File: src/include/crs_pkg.sv
// shared constants, types and decode functions of the cpu register set
package crs_pkg;
    localparam int CRS_GPR_COUNT = 8;
    localparam logic [2:0] CRS_SP_INDEX = 3'h7;
    localparam int CRS_ADDR_W = 24;
    localparam logic [23:0] CRS_PC_RESET = 24'h000000;
    localparam logic [23:0] CRS_INSTR_BYTES = 24'h000002;
    localparam int CRS_TRACE_BIT = 7;
    localparam logic [7:0] CRS_EXR_RSVD = 8'h78;
    localparam logic [7:0] CRS_EXR_RESET = 8'h7f;
    localparam int CRS_IMASK_BIT = 7;
    localparam int CRS_USER_BIT = 6;
    localparam int CRS_H_BIT = 5;
    localparam int CRS_N_BIT = 3;
    localparam int CRS_Z_BIT = 2;
    localparam int CRS_V_BIT = 1;
    localparam int CRS_C_BIT = 0;
    localparam logic [7:0] CRS_CCR_RESET = 8'h80;
    localparam logic [1:0] CRS_HOLD_STATES = 2'h3;
    localparam int CRS_MAC_KEEP = 42;
    localparam int CRS_H_POS_B = 3;
    localparam int CRS_H_POS_W = 11;
    localparam int CRS_H_POS_L = 27;

    typedef enum logic [2:0] {
        CRS_PART_LONG, CRS_PART_EXT, CRS_PART_WORD, CRS_PART_HIGH, CRS_PART_LOW
    } crs_part_type;
    typedef enum logic [1:0] {CRS_W8, CRS_W16, CRS_W32} crs_width_type;
    typedef enum logic [2:0] {
        LOAD_CTL_INSTR, STORE_CTL_INSTR, AND_CTL_INSTR, OR_CTL_INSTR, XOR_CTL_INSTR
    } crs_ctl_op_type;

    typedef struct packed {
        logic en;
        logic [2:0] idx;
        crs_part_type part;
        logic [31:0] data;
    } crs_gpr_req_type;
    typedef struct packed {
        logic en;
        logic to_ext;
        crs_ctl_op_type op;
        logic [7:0] data;
    } crs_ctl_req_type;
    typedef struct packed {
        logic en;
        crs_width_type width;
        logic sub;
        logic use_carry;
        logic [31:0] a;
        logic [31:0] b;
    } crs_alu_req_type;
    typedef struct packed {
        logic en;
        logic [5:0] mask;
        logic [5:0] val;
    } crs_flag_req_type;

    // byte lanes touched by an access to one part of a general register
    function automatic logic [3:0] crs_lanes(input crs_part_type p);
        case (p)
            CRS_PART_LONG: crs_lanes = 4'hf;
            CRS_PART_EXT: crs_lanes = 4'hc;
            CRS_PART_WORD: crs_lanes = 4'h3;
            CRS_PART_HIGH: crs_lanes = 4'h2;
            default: crs_lanes = 4'h1;
        endcase
    endfunction

    // move low-aligned write data up to the lanes of its part
    function automatic logic [31:0] crs_place(input logic [31:0] d, input crs_part_type p);
        case (p)
            CRS_PART_EXT: crs_place = {d[15:0], 16'h0000};
            CRS_PART_HIGH: crs_place = {16'h0000, d[7:0], 8'h00};
            default: crs_place = d;
        endcase
    endfunction
endpackage

File: src/hw/cpu_register_set.sv
// cpu register set: general registers, fetch pointer, control registers
`timescale 1ns/1ps
module cpu_register_set #(
    parameter int ADDR_W = crs_pkg::CRS_ADDR_W
) (
    input wire logic SYS_CLK,
    input wire logic RESET,
    input wire logic CE,
    input wire crs_pkg::crs_gpr_req_type GPR_WR,
    input wire logic [2:0] GPR_RD_IDX,
    input wire crs_pkg::crs_part_type GPR_RD_PART,
    output logic [31:0] GPR_RD_DATA,
    input wire logic SP_STEP_EN,
    input wire logic SP_STEP_DOWN,
    input wire logic SP_STEP_LONG,
    output logic [31:0] STACK_PTR,
    input wire logic PC_LOAD_EN,
    input wire logic [ADDR_W-1:0] PC_LOAD_VAL,
    input wire logic PC_ADV,
    output logic [ADDR_W-1:0] NEXT_FETCH_PTR,
    output logic [ADDR_W-1:0] FETCH_ADDR,
    input wire crs_pkg::crs_ctl_req_type CTL_REQ,
    output logic [7:0] CTL_RD_DATA,
    output logic [7:0] EXTENDED_CTL_REG,
    output logic [7:0] COND_CODE_REG,
    input wire crs_pkg::crs_alu_req_type ALU_REQ,
    input wire crs_pkg::crs_flag_req_type FLAG_WR,
    input wire logic EXC_START,
    input wire logic INSTR_DONE,
    output logic TRACE_REQ,
    input wire logic NMI_REQ,
    input wire logic IRQ_REQ,
    input wire logic [2:0] IRQ_LEVEL,
    output logic NMI_ACCEPT,
    output logic IRQ_ACCEPT,
    output logic INT_HOLD_OFF,
    input wire logic [3:0] BRANCH_COND,
    output logic BRANCH_TAKEN,
    input wire logic MAC_CLR,
    input wire logic MAC_WR_EN,
    input wire logic [63:0] MAC_WR_VAL,
    output logic [63:0] MULT_ACCUM_REG
);
    import crs_pkg::*;

    // carry out of bit pos when adding the low pos+1 bits
    function automatic logic carry_at(input logic [31:0] a, input logic [31:0] b,
                                      input logic ci, input int pos);
        logic [32:0] m;
        logic [32:0] s;
        m = (33'h000000002 << pos) - 33'h000000001;
        s = ({1'b0, a} & m) + ({1'b0, b} & m) + {32'h00000000, ci};
        carry_at = s[pos+1];
    endfunction

    // branch condition decode; codes 0/1 always/never, others pairwise
    function automatic logic cond_true(input logic [3:0] cc, input logic [7:0] r);
        logic n, z, v, c;
        n = r[CRS_N_BIT];
        z = r[CRS_Z_BIT];
        v = r[CRS_V_BIT];
        c = r[CRS_C_BIT];
        case (cc)
            4'h0: cond_true = 1'b1;
            4'h1: cond_true = 1'b0;
            4'h2: cond_true = !(c | z);
            4'h3: cond_true = c | z;
            4'h4: cond_true = !c;
            4'h5: cond_true = c;
            4'h6: cond_true = !z;
            4'h7: cond_true = z;
            4'h8: cond_true = !v;
            4'h9: cond_true = v;
            4'ha: cond_true = !n;
            4'hb: cond_true = n;
            4'hc: cond_true = !(n ^ v);
            4'hd: cond_true = n ^ v;
            4'he: cond_true = !(z | (n ^ v));
            default: cond_true = z | (n ^ v);
        endcase
    endfunction

    logic [31:0] sp_r;
    logic [31:0] sp_step_val;
    logic [31:0] sp_lane_mask;
    logic [3:0] sp_lanes;
    crs_gpr_req_type mem_wr;
    logic [ADDR_W-1:0] pc_r;
    logic [7:0] exr_r;
    logic [7:0] exr_nxt;
    logic [7:0] ccr_r;
    logic [7:0] ccr_nxt;
    logic [7:0] ctl_src;
    logic [7:0] ctl_res;
    logic [1:0] hold_r;
    logic trace_r;
    logic [7:0] ctl_rd_r;
    logic [CRS_MAC_KEEP-1:0] mac_r;
    logic ctl_ext_hit;

    // stack steps take the single write port ahead of an ordinary write
    always_comb begin
        sp_step_val = SP_STEP_DOWN ? sp_r - (SP_STEP_LONG ? 32'h4 : 32'h2)
                                   : sp_r + (SP_STEP_LONG ? 32'h4 : 32'h2);
        mem_wr = GPR_WR;
        if (SP_STEP_EN) begin
            mem_wr.en = 1'b1;
            mem_wr.idx = CRS_SP_INDEX;
            mem_wr.part = CRS_PART_LONG;
            mem_wr.data = sp_step_val;
        end
    end

    crs_gpr_mem #(
        .DEPTH(CRS_GPR_COUNT)
    ) u_gpr (
        .clk(SYS_CLK),
        .rst(RESET),
        .ce(CE),
        .wr(mem_wr),
        .rd_idx(GPR_RD_IDX),
        .rd_part(GPR_RD_PART),
        .rd_data(GPR_RD_DATA)
    );

    // shadow of register seven so the stack pointer is always visible
    assign sp_lanes = crs_lanes(mem_wr.part);
    for (genvar g = 0; g < 4; g++) begin : g_spmask
        assign sp_lane_mask[g*8 +: 8] = {8{sp_lanes[g]}};
    end

    always_ff @(posedge SYS_CLK or posedge RESET) begin
        if (RESET) begin
            sp_r <= 32'h00000000;
        end else if (CE && mem_wr.en && mem_wr.idx == CRS_SP_INDEX) begin
            sp_r <= (sp_r & ~sp_lane_mask)
                  | (crs_place(mem_wr.data, mem_wr.part) & sp_lane_mask);
        end
    end
    assign STACK_PTR = sp_r;

    // fetch pointer; a load beats an advance
    always_ff @(posedge SYS_CLK or posedge RESET) begin
        if (RESET) begin
            pc_r <= CRS_PC_RESET[ADDR_W-1:0];
        end else if (CE) begin
            if (PC_LOAD_EN) begin
                pc_r <= PC_LOAD_VAL;
            end else if (PC_ADV) begin
                pc_r <= pc_r + CRS_INSTR_BYTES[ADDR_W-1:0];
            end
        end
    end
    assign NEXT_FETCH_PTR = pc_r;
    assign FETCH_ADDR = {pc_r[ADDR_W-1:1], 1'b0};

    // shared logical unit of the control instructions
    always_comb begin
        ctl_src = CTL_REQ.to_ext ? exr_r : ccr_r;
        case (CTL_REQ.op)
            AND_CTL_INSTR: ctl_res = ctl_src & CTL_REQ.data;
            OR_CTL_INSTR: ctl_res = ctl_src | CTL_REQ.data;
            XOR_CTL_INSTR: ctl_res = ctl_src ^ CTL_REQ.data;
            default: ctl_res = CTL_REQ.data;
        endcase
    end
    assign ctl_ext_hit = CTL_REQ.en && CTL_REQ.to_ext && CTL_REQ.op != STORE_CTL_INSTR;

    always_comb begin
        exr_nxt = exr_r;
        if (ctl_ext_hit) begin
            exr_nxt = ctl_res | CRS_EXR_RSVD;
        end
    end

    always_ff @(posedge SYS_CLK or posedge RESET) begin
        if (RESET) begin
            exr_r <= CRS_EXR_RESET;
        end else if (CE) begin
            exr_r <= exr_nxt;
        end
    end
    assign EXTENDED_CTL_REG = exr_r;

    // condition codes: control op, then arithmetic, then direct flag writes
    always_comb begin
        logic [31:0] bx;
        logic [32:0] sum;
        logic ci;
        logic hc;
        logic cy;
        int top;
        hc = 1'b0;
        top = 31;
        bx = ALU_REQ.sub ? ~ALU_REQ.b : ALU_REQ.b;
        ci = ALU_REQ.sub ^ (ALU_REQ.use_carry & ccr_r[CRS_C_BIT]);
        sum = {1'b0, ALU_REQ.a} + {1'b0, bx} + {32'h00000000, ci};
        case (ALU_REQ.width)
            CRS_W8: begin
                top = 7;
                hc = carry_at(ALU_REQ.a, bx, ci, CRS_H_POS_B);
            end
            CRS_W16: begin
                top = 15;
                hc = carry_at(ALU_REQ.a, bx, ci, CRS_H_POS_W);
            end
            default: begin
                top = 31;
                hc = carry_at(ALU_REQ.a, bx, ci, CRS_H_POS_L);
            end
        endcase
        cy = carry_at(ALU_REQ.a, bx, ci, top);
        ccr_nxt = ccr_r;
        if (CTL_REQ.en && !CTL_REQ.to_ext && CTL_REQ.op != STORE_CTL_INSTR) begin
            ccr_nxt = ctl_res;
        end else if (ALU_REQ.en) begin
            ccr_nxt[CRS_H_BIT] = hc ^ ALU_REQ.sub;
            ccr_nxt[CRS_N_BIT] = sum[top];
            ccr_nxt[CRS_Z_BIT] = ({1'b0, sum[31:0]} & ((33'h000000002 << top) - 33'h000000001))
                                 == 33'h000000000;
            ccr_nxt[CRS_V_BIT] = (ALU_REQ.a[top] == bx[top]) && (sum[top] != ALU_REQ.a[top]);
            ccr_nxt[CRS_C_BIT] = cy ^ ALU_REQ.sub;
        end else if (FLAG_WR.en) begin
            ccr_nxt[5:0] = (ccr_r[5:0] & ~FLAG_WR.mask) | (FLAG_WR.val & FLAG_WR.mask);
        end
        // exception start wins over any clear in the same cycle
        if (EXC_START) begin
            ccr_nxt[CRS_IMASK_BIT] = 1'b1;
        end
    end

    always_ff @(posedge SYS_CLK or posedge RESET) begin
        if (RESET) begin
            ccr_r <= CRS_CCR_RESET;
        end else if (CE) begin
            ccr_r <= ccr_nxt;
        end
    end
    assign COND_CODE_REG = ccr_r;
    assign BRANCH_TAKEN = cond_true(BRANCH_COND, ccr_r);

    // store returns the register as it stands, reserved bits included
    always_ff @(posedge SYS_CLK or posedge RESET) begin
        if (RESET) begin
            ctl_rd_r <= 8'h00;
        end else if (CE && CTL_REQ.en && CTL_REQ.op == STORE_CTL_INSTR) begin
            ctl_rd_r <= CTL_REQ.to_ext ? (exr_r | CRS_EXR_RSVD) : ccr_r;
        end
    end
    assign CTL_RD_DATA = ctl_rd_r;

    // hold-off counts states, so it stops with the clock enable
    always_ff @(posedge SYS_CLK or posedge RESET) begin
        if (RESET) begin
            hold_r <= 2'h0;
        end else if (CE) begin
            if (ctl_ext_hit) begin
                hold_r <= CRS_HOLD_STATES;
            end else if (hold_r != 2'h0) begin
                hold_r <= hold_r - 2'h1;
            end
        end
    end
    assign INT_HOLD_OFF = hold_r != 2'h0;
    assign NMI_ACCEPT = NMI_REQ && !INT_HOLD_OFF;
    // user bit deliberately plays no part here
    assign IRQ_ACCEPT = IRQ_REQ && !NMI_REQ && !INT_HOLD_OFF && !ccr_r[CRS_IMASK_BIT]
                        && IRQ_LEVEL > exr_r[2:0];

    always_ff @(posedge SYS_CLK or posedge RESET) begin
        if (RESET) begin
            trace_r <= 1'b0;
        end else if (CE) begin
            trace_r <= INSTR_DONE && exr_r[CRS_TRACE_BIT];
        end
    end
    assign TRACE_REQ = trace_r;

    // only 42 bits stored: upper high word bits are always sign copies
    always_ff @(posedge SYS_CLK or posedge RESET) begin
        if (RESET) begin
            mac_r <= '0;
        end else if (CE) begin
            if (MAC_CLR) begin
                mac_r <= '0;
            end else if (MAC_WR_EN) begin
                mac_r <= MAC_WR_VAL[CRS_MAC_KEEP-1:0];
            end
        end
    end
    assign MULT_ACCUM_REG = {{(64-CRS_MAC_KEEP){mac_r[CRS_MAC_KEEP-1]}}, mac_r};
endmodule // cpu_register_set

File: src/hw/crs_gpr_mem.sv
// general register storage with part writes and registered part reads
`timescale 1ns/1ps
module crs_gpr_mem #(
    parameter int DEPTH = 8
) (
    input wire logic clk,
    input wire logic rst,
    input wire logic ce,
    input wire crs_pkg::crs_gpr_req_type wr,
    input wire logic [$clog2(DEPTH)-1:0] rd_idx,
    input wire crs_pkg::crs_part_type rd_part,
    output logic [31:0] rd_data
);
    import crs_pkg::*;
    logic [3:0] wr_lanes;
    logic [31:0] wr_word;
    logic [31:0] rd_word;
    assign wr_lanes = crs_lanes(wr.part);
    assign wr_word = crs_place(wr.data, wr.part);

    // one array per byte lane so that each array has a single writing process
    // lanes outside the part keep their bits; no reset, registers start undefined
    for (genvar g = 0; g < 4; g++) begin : g_lane
        logic [7:0] lane_mem [DEPTH];
        always_ff @(posedge clk) begin
            if (ce && wr.en && wr_lanes[g]) begin
                lane_mem[wr.idx[$clog2(DEPTH)-1:0]] <= wr_word[g*8 +: 8];
            end
        end
        assign rd_word[g*8 +: 8] = lane_mem[rd_idx];
    end

    always_ff @(posedge clk or posedge rst) begin
        if (rst) begin
            rd_data <= 32'h00000000;
        end else if (ce) begin
            case (rd_part)
                CRS_PART_LONG: rd_data <= rd_word;
                CRS_PART_EXT: rd_data <= {16'h0000, rd_word[31:16]};
                CRS_PART_WORD: rd_data <= {16'h0000, rd_word[15:0]};
                CRS_PART_HIGH: rd_data <= {24'h000000, rd_word[15:8]};
                default: rd_data <= {24'h000000, rd_word[7:0]};
            endcase
        end
    end
endmodule // crs_gpr_mem

File: config.mk
export PLATFORM = sky130hd
export DESIGN_NAME = cpu_register_set
export DESIGN_NICKNAME = d
export VERILOG_FILES = /design/src/include/crs_pkg.sv /design/src/hw/cpu_register_set.sv /design/src/hw/crs_gpr_mem.sv
export SDC_FILE = /design/constraint.sdc
export NUM_CORES = 1
export LEC_CHECK = 0
export ABC_AREA = 1
export BUFFER_PORTS_ARGS = -buffer_cell sky130_fd_sc_hd__buf_2
export CORE_UTILIZATION = 45
export CTS_CLUSTER_SIZE = 10
export DETAILED_ROUTE_END_ITERATION = 10
export MAX_ROUTING_LAYER = met4
export PLACE_DENSITY = 0.66
export SYNTH_ARGS = -nofsm -noshare
export SYNTH_HDL_FRONTEND = slang
export SYNTH_HIERARCHICAL = 1
export SYNTH_SLANG_ARGS = --single-unit
File: constraint.sdc
create_clock -name SYS_CLK -period 10.7 [get_ports SYS_CLK]
set_clock_uncertainty 0.05 [all_clocks]
set_input_delay 1.605 -clock SYS_CLK [delete_from_list [all_inputs] [get_ports SYS_CLK]]
set_output_delay 1.605 -clock SYS_CLK [all_outputs]
set_load 0.03 [all_outputs]
[Word-level counts from Yosys, hierarchy flattened]
Memories as Yosys holds them, arrays and structs flattened.
Cells that the tools add are included.
Cells by class
  reduce and logical (&&, ||, !) cells: 50
  multiplexer cells: 46
  bitwise logic cells: 22
  order comparisons: 4
  shift-type cells: 1
  equal/unequal tests: 30
  add/subtract/negate cells: 16
Operator list (count)
  32-bit one-hot mux with 4 select lines: 1
  32-bit by 33-bit bitwise AND with 33-bit output: 3
  32-bit two-way mux: 3
  42-bit two-way mux: 2
  33-bit by 1-bit adder with 33-bit output: 2
  32-bit bitwise AND: 2
  32-bit by 8-bit < comparator with 1-bit output, second input constant: 2
  32-bit inverter: 2
  32-bit one-hot mux with 2 select lines: 1
  24-bit two-way mux: 2
  39-bit two-way mux: 1
  32-bit by 32-bit adder with 33-bit output: 1
  33-bit adder: 1
  33-bit zero test: 1
  2-bit by 32-bit left shift with 33-bit output, first input constant: 1
  33-bit by 1-bit subtractor with 33-bit output, second input constant: 1
  32-bit by 2-bit adder with 32-bit output, second input constant: 1
  32-bit by 3-bit adder with 32-bit output: 1
  32-bit by 7-bit < comparator with 1-bit output, second input constant: 1
  32-bit bitwise OR: 1
  32-bit subtractor: 1
  28-bit by 28-bit adder with 29-bit output: 1
  29-bit by 1-bit adder with 29-bit output: 1
  4-bit equality test, second input constant: 7
  other kinds (49): 129
Word-level totals
  memories: 4
  output and inout port bits: 205
  input port bits: 249
  RAM bits: 256
  logic and storage cells: 185
  register bits: 153
Memory list
  u_gpr.g_lane[0].lane_mem: words 8, width 8, read ports 1, clocked after Yosys merged registers in 0, write ports 1, RTL line crs_gpr_mem.sv:24  | logic [7:0] lane_mem [DEPTH];
  u_gpr.g_lane[1].lane_mem: words 8, width 8, read ports 1, clocked after Yosys merged registers in 0, write ports 1, RTL line crs_gpr_mem.sv:24
  u_gpr.g_lane[2].lane_mem: words 8, width 8, read ports 1, clocked after Yosys merged registers in 0, write ports 1, RTL line crs_gpr_mem.sv:24
  u_gpr.g_lane[3].lane_mem: words 8, width 8, read ports 1, clocked after Yosys merged registers in 0, write ports 1, RTL line crs_gpr_mem.sv:24

[Depth between registers and ports, before layout]
  word-level depth: 13
  depth in mapped cells: 26

[Cells and area by module]
The synthesis kept the hierarchy.
Modules (own cells, without submodules)
  cpu_register_set: area an instance 13456.7 µm², cells each 2171, times used 1
  crs_gpr_mem: area an instance 12253.0 µm², cells each 1162, times used 1

[Least setup slack after synthesis]
OpenSTA, ideal clock, no wires.
  path kind: input port to output port
  from: input IRQ_LEVEL[2]
  to: output IRQ_ACCEPT
  data required time: 9.045 ns
  buffers on the path: 0
  data arrival time: 2.896 ns
  stages: 3
  path slack: 6.149 ns
  path through: ha_1 -> a311o_1 -> nor3_1
On the way
  cells in the longest elaborated chain, start to end: 2
RTL lines
  from (decl): RTL line cpu_register_set.sv:33  | input wire logic [2:0] IRQ_LEVEL,
  3-bit > comparator: RTL line cpu_register_set.sv:268  | && IRQ_LEVEL > exr_r[2:0];
  1-bit logical AND: RTL line cpu_register_set.sv:268
  to (decl): RTL line cpu_register_set.sv:35  | output logic IRQ_ACCEPT,
Every way passes these cells.

==> flow_results.xml <==
<?xml version="1.0" encoding="UTF-8"?>
<metrics>
  <group name="outcome">
    <metric name="status" unit="">complete, no violations</metric>
  </group>
  <group name="logic_synthesis">
    <metric name="post_synth_most_frequent_cells" unit="">sky130_fd_sc_hd__nand2_1, sky130_fd_sc_hd__inv_1, sky130_fd_sc_hd__nor2_1</metric>
    <metric name="yosys_warnings" unit="">6</metric>
    <metric name="synth_area_per_cell" unit="µm²">7.714</metric>
    <metric name="yosysSeqAreaShare" unit="%">44.81</metric>
    <metric name="synth_top_cells_by_area" unit="">sky130_fd_sc_hd__edfxtp_1, sky130_fd_sc_hd__dfrtp_1, sky130_fd_sc_hd__nand2_1</metric>
    <metric name="syn-instance-count" unit="">3333</metric>
    <metric name="synth_cell_type_count" unit="">62</metric>
    <metric name="dominantRegCellSynth" unit="">sky130_fd_sc_hd__edfxtp_1</metric>
    <metric name="yosysTopAreaCellShare" unit="%">29.90</metric>
    <metric name="synth-edff-count" unit="">256</metric>
    <metric name="post-synth-top-count-cell" unit="">sky130_fd_sc_hd__nand2_1</metric>
    <metric name="synth_area_leader_cell" unit="">sky130_fd_sc_hd__edfxtp_1</metric>
    <metric name="ys_async_sr_fraction" unit="%">37.41</metric>
    <metric name="synthesis.area" unit="µm²">25710</metric>
    <metric name="postSynthRegisterBits" unit="">409</metric>
  </group>
  <group name="hold_path">
    <metric name="min_delay_worst_endpoint" unit="">u_gpr/rd_data[11]$_DFFE_PP0P_</metric>
    <metric name="min_path_type" unit="">flop to flop</metric>
    <metric name="worst_hold_startpoint" unit="">u_gpr/rd_data[11]$_DFFE_PP0P_</metric>
    <metric name="min_path_cells" unit="">2</metric>
  </group>
  <group name="floorplanning">
    <metric name="die-height" unit="µm">241.0</metric>
    <metric name="design.die.area" unit="µm²">58090</metric>
    <metric name="initial_core_util" unit="%">45.60</metric>
    <metric name="core_region_area" unit="µm²">56390</metric>
    <metric name="dieWidth" unit="µm">241.0</metric>
    <metric name="floorplan.io_pins" unit="">454</metric>
    <metric name="rows" unit="">87</metric>
  </group>
  <group name="job">
    <metric name="count_of_max_cap_constraint_violations" unit="">0</metric>
  </group>
  <group name="clock_tree">
    <metric name="clock_insertion_delay_at_the_later_pin_of_the_skew_report" unit="ns">0.60</metric>
    <metric name="clockBufferDepth" unit="">3</metric>
    <metric name="cts_setup_buffers" unit="">0</metric>
    <metric name="tritoncts_clock_tree" unit="">yes</metric>
    <metric name="htree_levels" unit="">2</metric>
    <metric name="path_clk_slew" unit="ns">0.05</metric>
    <metric name="ctsResizeCount" unit="">0</metric>
    <metric name="cts_sinks" unit="">409</metric>
    <metric name="cts_hold_repair.buffers" unit="">0</metric>
    <metric name="cts-root-buf" unit="">sky130_fd_sc_hd__clkbuf_16</metric>
    <metric name="cts_inserted_buffers" unit="">48</metric>
  </group>
  <group name="timing">
    <metric name="slew_headroom" unit="%">12.94</metric>
    <metric name="final-setup-viol-count" unit="">0</metric>
    <metric name="setup_repair_after_global_routing_missed_its_margin" unit="">false</metric>
    <metric name="finalWorstSetupSlack" unit="ns">5.965</metric>
    <metric name="f_max" unit="MHz">211.2</metric>
    <metric name="period_needed" unit="ns">4.735</metric>
    <metric name="timing_worst_slew_pin_value" unit="ns">1.292</metric>
    <metric name="timing.final.max_slew_violations" unit="">0</metric>
    <metric name="timing.final.hold_violations" unit="">0</metric>
    <metric name="finalSetupTns" unit="ns">0</metric>
    <metric name="finalCritPeriodShare" unit="%">44.25</metric>
  </group>
  <group name="routing">
    <metric name="sum_of_routed_wire_length_over_all_layers" unit="µm">78490</metric>
    <metric name="route.detailed.vias_per_inst" unit="">5.151</metric>
    <metric name="post_detailed_route_drc_marker_count" unit="">0</metric>
    <metric name="route.vias.total" unit="">23080</metric>
    <metric name="drtPass1Iterations" unit="">5</metric>
    <metric name="detail_route.wl_per_cell" unit="µm">17.52</metric>
    <metric name="route.antenna.remaining_nets" unit="">0</metric>
    <metric name="first_iter_violations" unit="">1710</metric>
  </group>
  <group name="finish">
    <metric name="num-nets-final" unit="">4029</metric>
    <metric name="synthToLayoutAreaGrowth" unit="%">14.78</metric>
    <metric name="final_layout_size_suffix_gt1_share" unit="%">16.51</metric>
    <metric name="fillerInstances" unit="">5548</metric>
  </group>
  <group name="global_route">
    <metric name="grt.busiest_layer" unit="">met2</metric>
    <metric name="groute.layer.met3.usage" unit="%">4.884</metric>
    <metric name="grt_antenna_before_repair" unit="">15</metric>
    <metric name="pin_count_of_the_biggest_net_entering_global_routing" unit="">93</metric>
    <metric name="use_met2" unit="%">43.93</metric>
    <metric name="gr-usage-all-layers" unit="%">27.54</metric>
    <metric name="total_global_routing_overflow" unit="">0</metric>
    <metric name="groute.layer.met1.usage" unit="%">35.45</metric>
    <metric name="via_count_of_the_first_global_routing_pass" unit="">21230</metric>
    <metric name="grt_first_pass_wirelength" unit="µm">119300</metric>
  </group>
  <group name="placement">
    <metric name="port_buffers" unit="">426</metric>
    <metric name="dp.final_hpwl" unit="µm">56910</metric>
    <metric name="dpl_worst_slack" unit="ns">5.477</metric>
    <metric name="gpl.final_weighted_congestion" unit="">0.9532</metric>
  </group>
  <group name="worst_setup_path">
    <metric name="critical_path_class" unit="">input port to flop</metric>
    <metric name="arrival_time_at_the_worst_endpoint" unit="ns">4.91</metric>
    <metric name="cp_data_required_time" unit="ns">10.88</metric>
    <metric name="worst-r2r-cell-count" unit="">23</metric>
    <metric name="endpoint_kind" unit="">flop</metric>
    <metric name="timing.critical_path.fanout_max" unit="">30</metric>
    <metric name="cp-start-kind" unit="">input port</metric>
    <metric name="r2r_setup_slack" unit="ns">7.11</metric>
  </group>
  <group name="pwr">
    <metric name="power.density_cell_area" unit="nW/µm²">180.0</metric>
    <metric name="leak_pwr" unit="nW">14.52</metric>
    <metric name="max-vdd-ir-drop" unit="mV">0.1345</metric>
  </group>
</metrics>
## cell families after synthesis
logic type / synth area share [%]
flops: 44.81
fa+ha+maj: 5.363
other cells: 0.02921
buf+inv: 9.801
xor+xnor: 1.669
simple gates: 27.03
compound gates: 11.29
## through the flow
stage          total power [W]  instances  area, µm²  util, %  hold WS [ns]
2_1_floorplan         0.003260       3336      25720        -        0.4323
3_5_place_dp          0.003803       4377      28050    49.75        0.4128
5_1_grt               0.005593       4477      29500    52.32        0.4461
6_report              0.005312       4480      29510    52.34        0.4246
3_3_place_gp          0.003789       4377      28050    49.75        0.4087
4_1_cts               0.005319       4463      29470    52.26        0.4284
## worst max-delay path: stages
cell and delay [ns]:
sky130_fd_sc_hd__buf_2 0.56, sky130_fd_sc_hd__ha_1 0.41, sky130_fd_sc_hd__nand2_1 0.15, sky130_fd_sc_hd__inv_1 0.05, sky130_fd_sc_hd__a21oi_1 0.25, sky130_fd_sc_hd__o21ai_1 0.13, sky130_fd_sc_hd__a21oi_1 0.21, sky130_fd_sc_hd__xor2_1 0.10
sky130_fd_sc_hd__a21boi_1 0.34, sky130_fd_sc_hd__inv_1 0.15, sky130_fd_sc_hd__o21ai_0 0.95
## per-layer routing
layer / share of wire (%) / wire (µm)
met1: 43 / 33430
met2: 47 / 37210
met3: 7.4 / 5776
met4: 2.6 / 2073
met5: 0 / 0
## worst max path at each step
| stage | start | end | slack (ns) |
|---|---|---|---|
| floorplan | RESET | COND_CODE_REG[6]$_DFFE_PP0P_ | 5.84 |
| global placement | SP_STEP_DOWN | u_gpr/g_lane[3].lane_mem[4][6]$_DFFE_PP_ | 5.47 |
| detailed placement | SP_STEP_DOWN | u_gpr/g_lane[3].lane_mem[4][6]$_DFFE_PP_ | 5.48 |
| CTS | ALU_REQ[65] | flop | 6.09 |
| global route | ALU_REQ[65] | flop | 5.60 |
| finish | SP_STEP_DOWN | u_gpr/g_lane[3].lane_mem[7][6]$_DFFE_PP_ | 5.97 |
## registers in the layout, summed over array words and instances (netlist names), named ones only
register	cells
CTL_RD_DATA	8
EXTENDED_CTL_REG	4
mac_r	42
u_gpr/rd_data	32
u_gpr/g_lane.lane_mem	256
TRACE_REQ	1
COND_CODE_REG	2
hold_r	2
NEXT_FETCH_PTR	24
## where the power goes
group,switching [W],internal (W),leakage (nW)
logic,0.00126,0.000529,9.64
clock network,0.000661,0.000849,0.681
registers,0.000113,0.00190,4.21
total,0.00204,0.00328,14.5
## cell usage in the layout, fill, tap and decap left out, drive strengths merged, types with 2 or more instances in the layout
| cell | synthesis | layout |
|---|---|---|
| nand2 | 926 | 926 |
| buf | 101 | 448 |
| inv | 415 | 415 |
| nor2 | 404 | 404 |
| o21ai | 257 | 257 |
| edfxtp | 256 | 256 |
| nand3 | 219 | 219 |
| dfrtp | 149 | 149 |
| a21oi | 130 | 130 |
| ha | 107 | 107 |
| clkbuf | 62 | 78 |
| or2 | 47 | 47 |
| xor2 | 30 | 30 |
| nor3 | 26 | 26 |
| o211ai | 22 | 22 |
| nand4 | 22 | 22 |
| xnor2 | 19 | 19 |
| clkinv | 11 | 19 |
| diode | 0 | 17 |
| a31oi | 17 | 17 |
| o22ai | 17 | 17 |
| a22o | 13 | 13 |
| and2 | 9 | 9 |
| o21bai | 8 | 8 |
| nand3b | 7 | 7 |
| a21o | 7 | 7 |
| a21boi | 7 | 7 |
| a221oi | 6 | 6 |
| o21a | 6 | 6 |
| nor4 | 6 | 6 |
| conb | 2 | 5 |
| dfstp | 4 | 4 |
| a211oi | 4 | 4 |
| a22oi | 3 | 3 |
| o221ai | 3 | 3 |
| a211o | 2 | 2 |
| a32oi | 2 | 2 |
| a32o | 2 | 2 |
| fa | 2 | 2 |
## final cells by class
cell class,instances,area (µm²),share of cell area [%]
diodes,17,42.54,0.1442
repair buffers,448,2300,7.793
flip-flops and latches,409,11520,39.04
clock inverters,8,91.34,0.3095
inverters,426,1602,5.427
well taps,756,945.9,3.205
multi-input cells,2338,11690,39.60
clock buffers,78,1324,4.486
No activity file was read; power rests on OpenSTA's default activity.
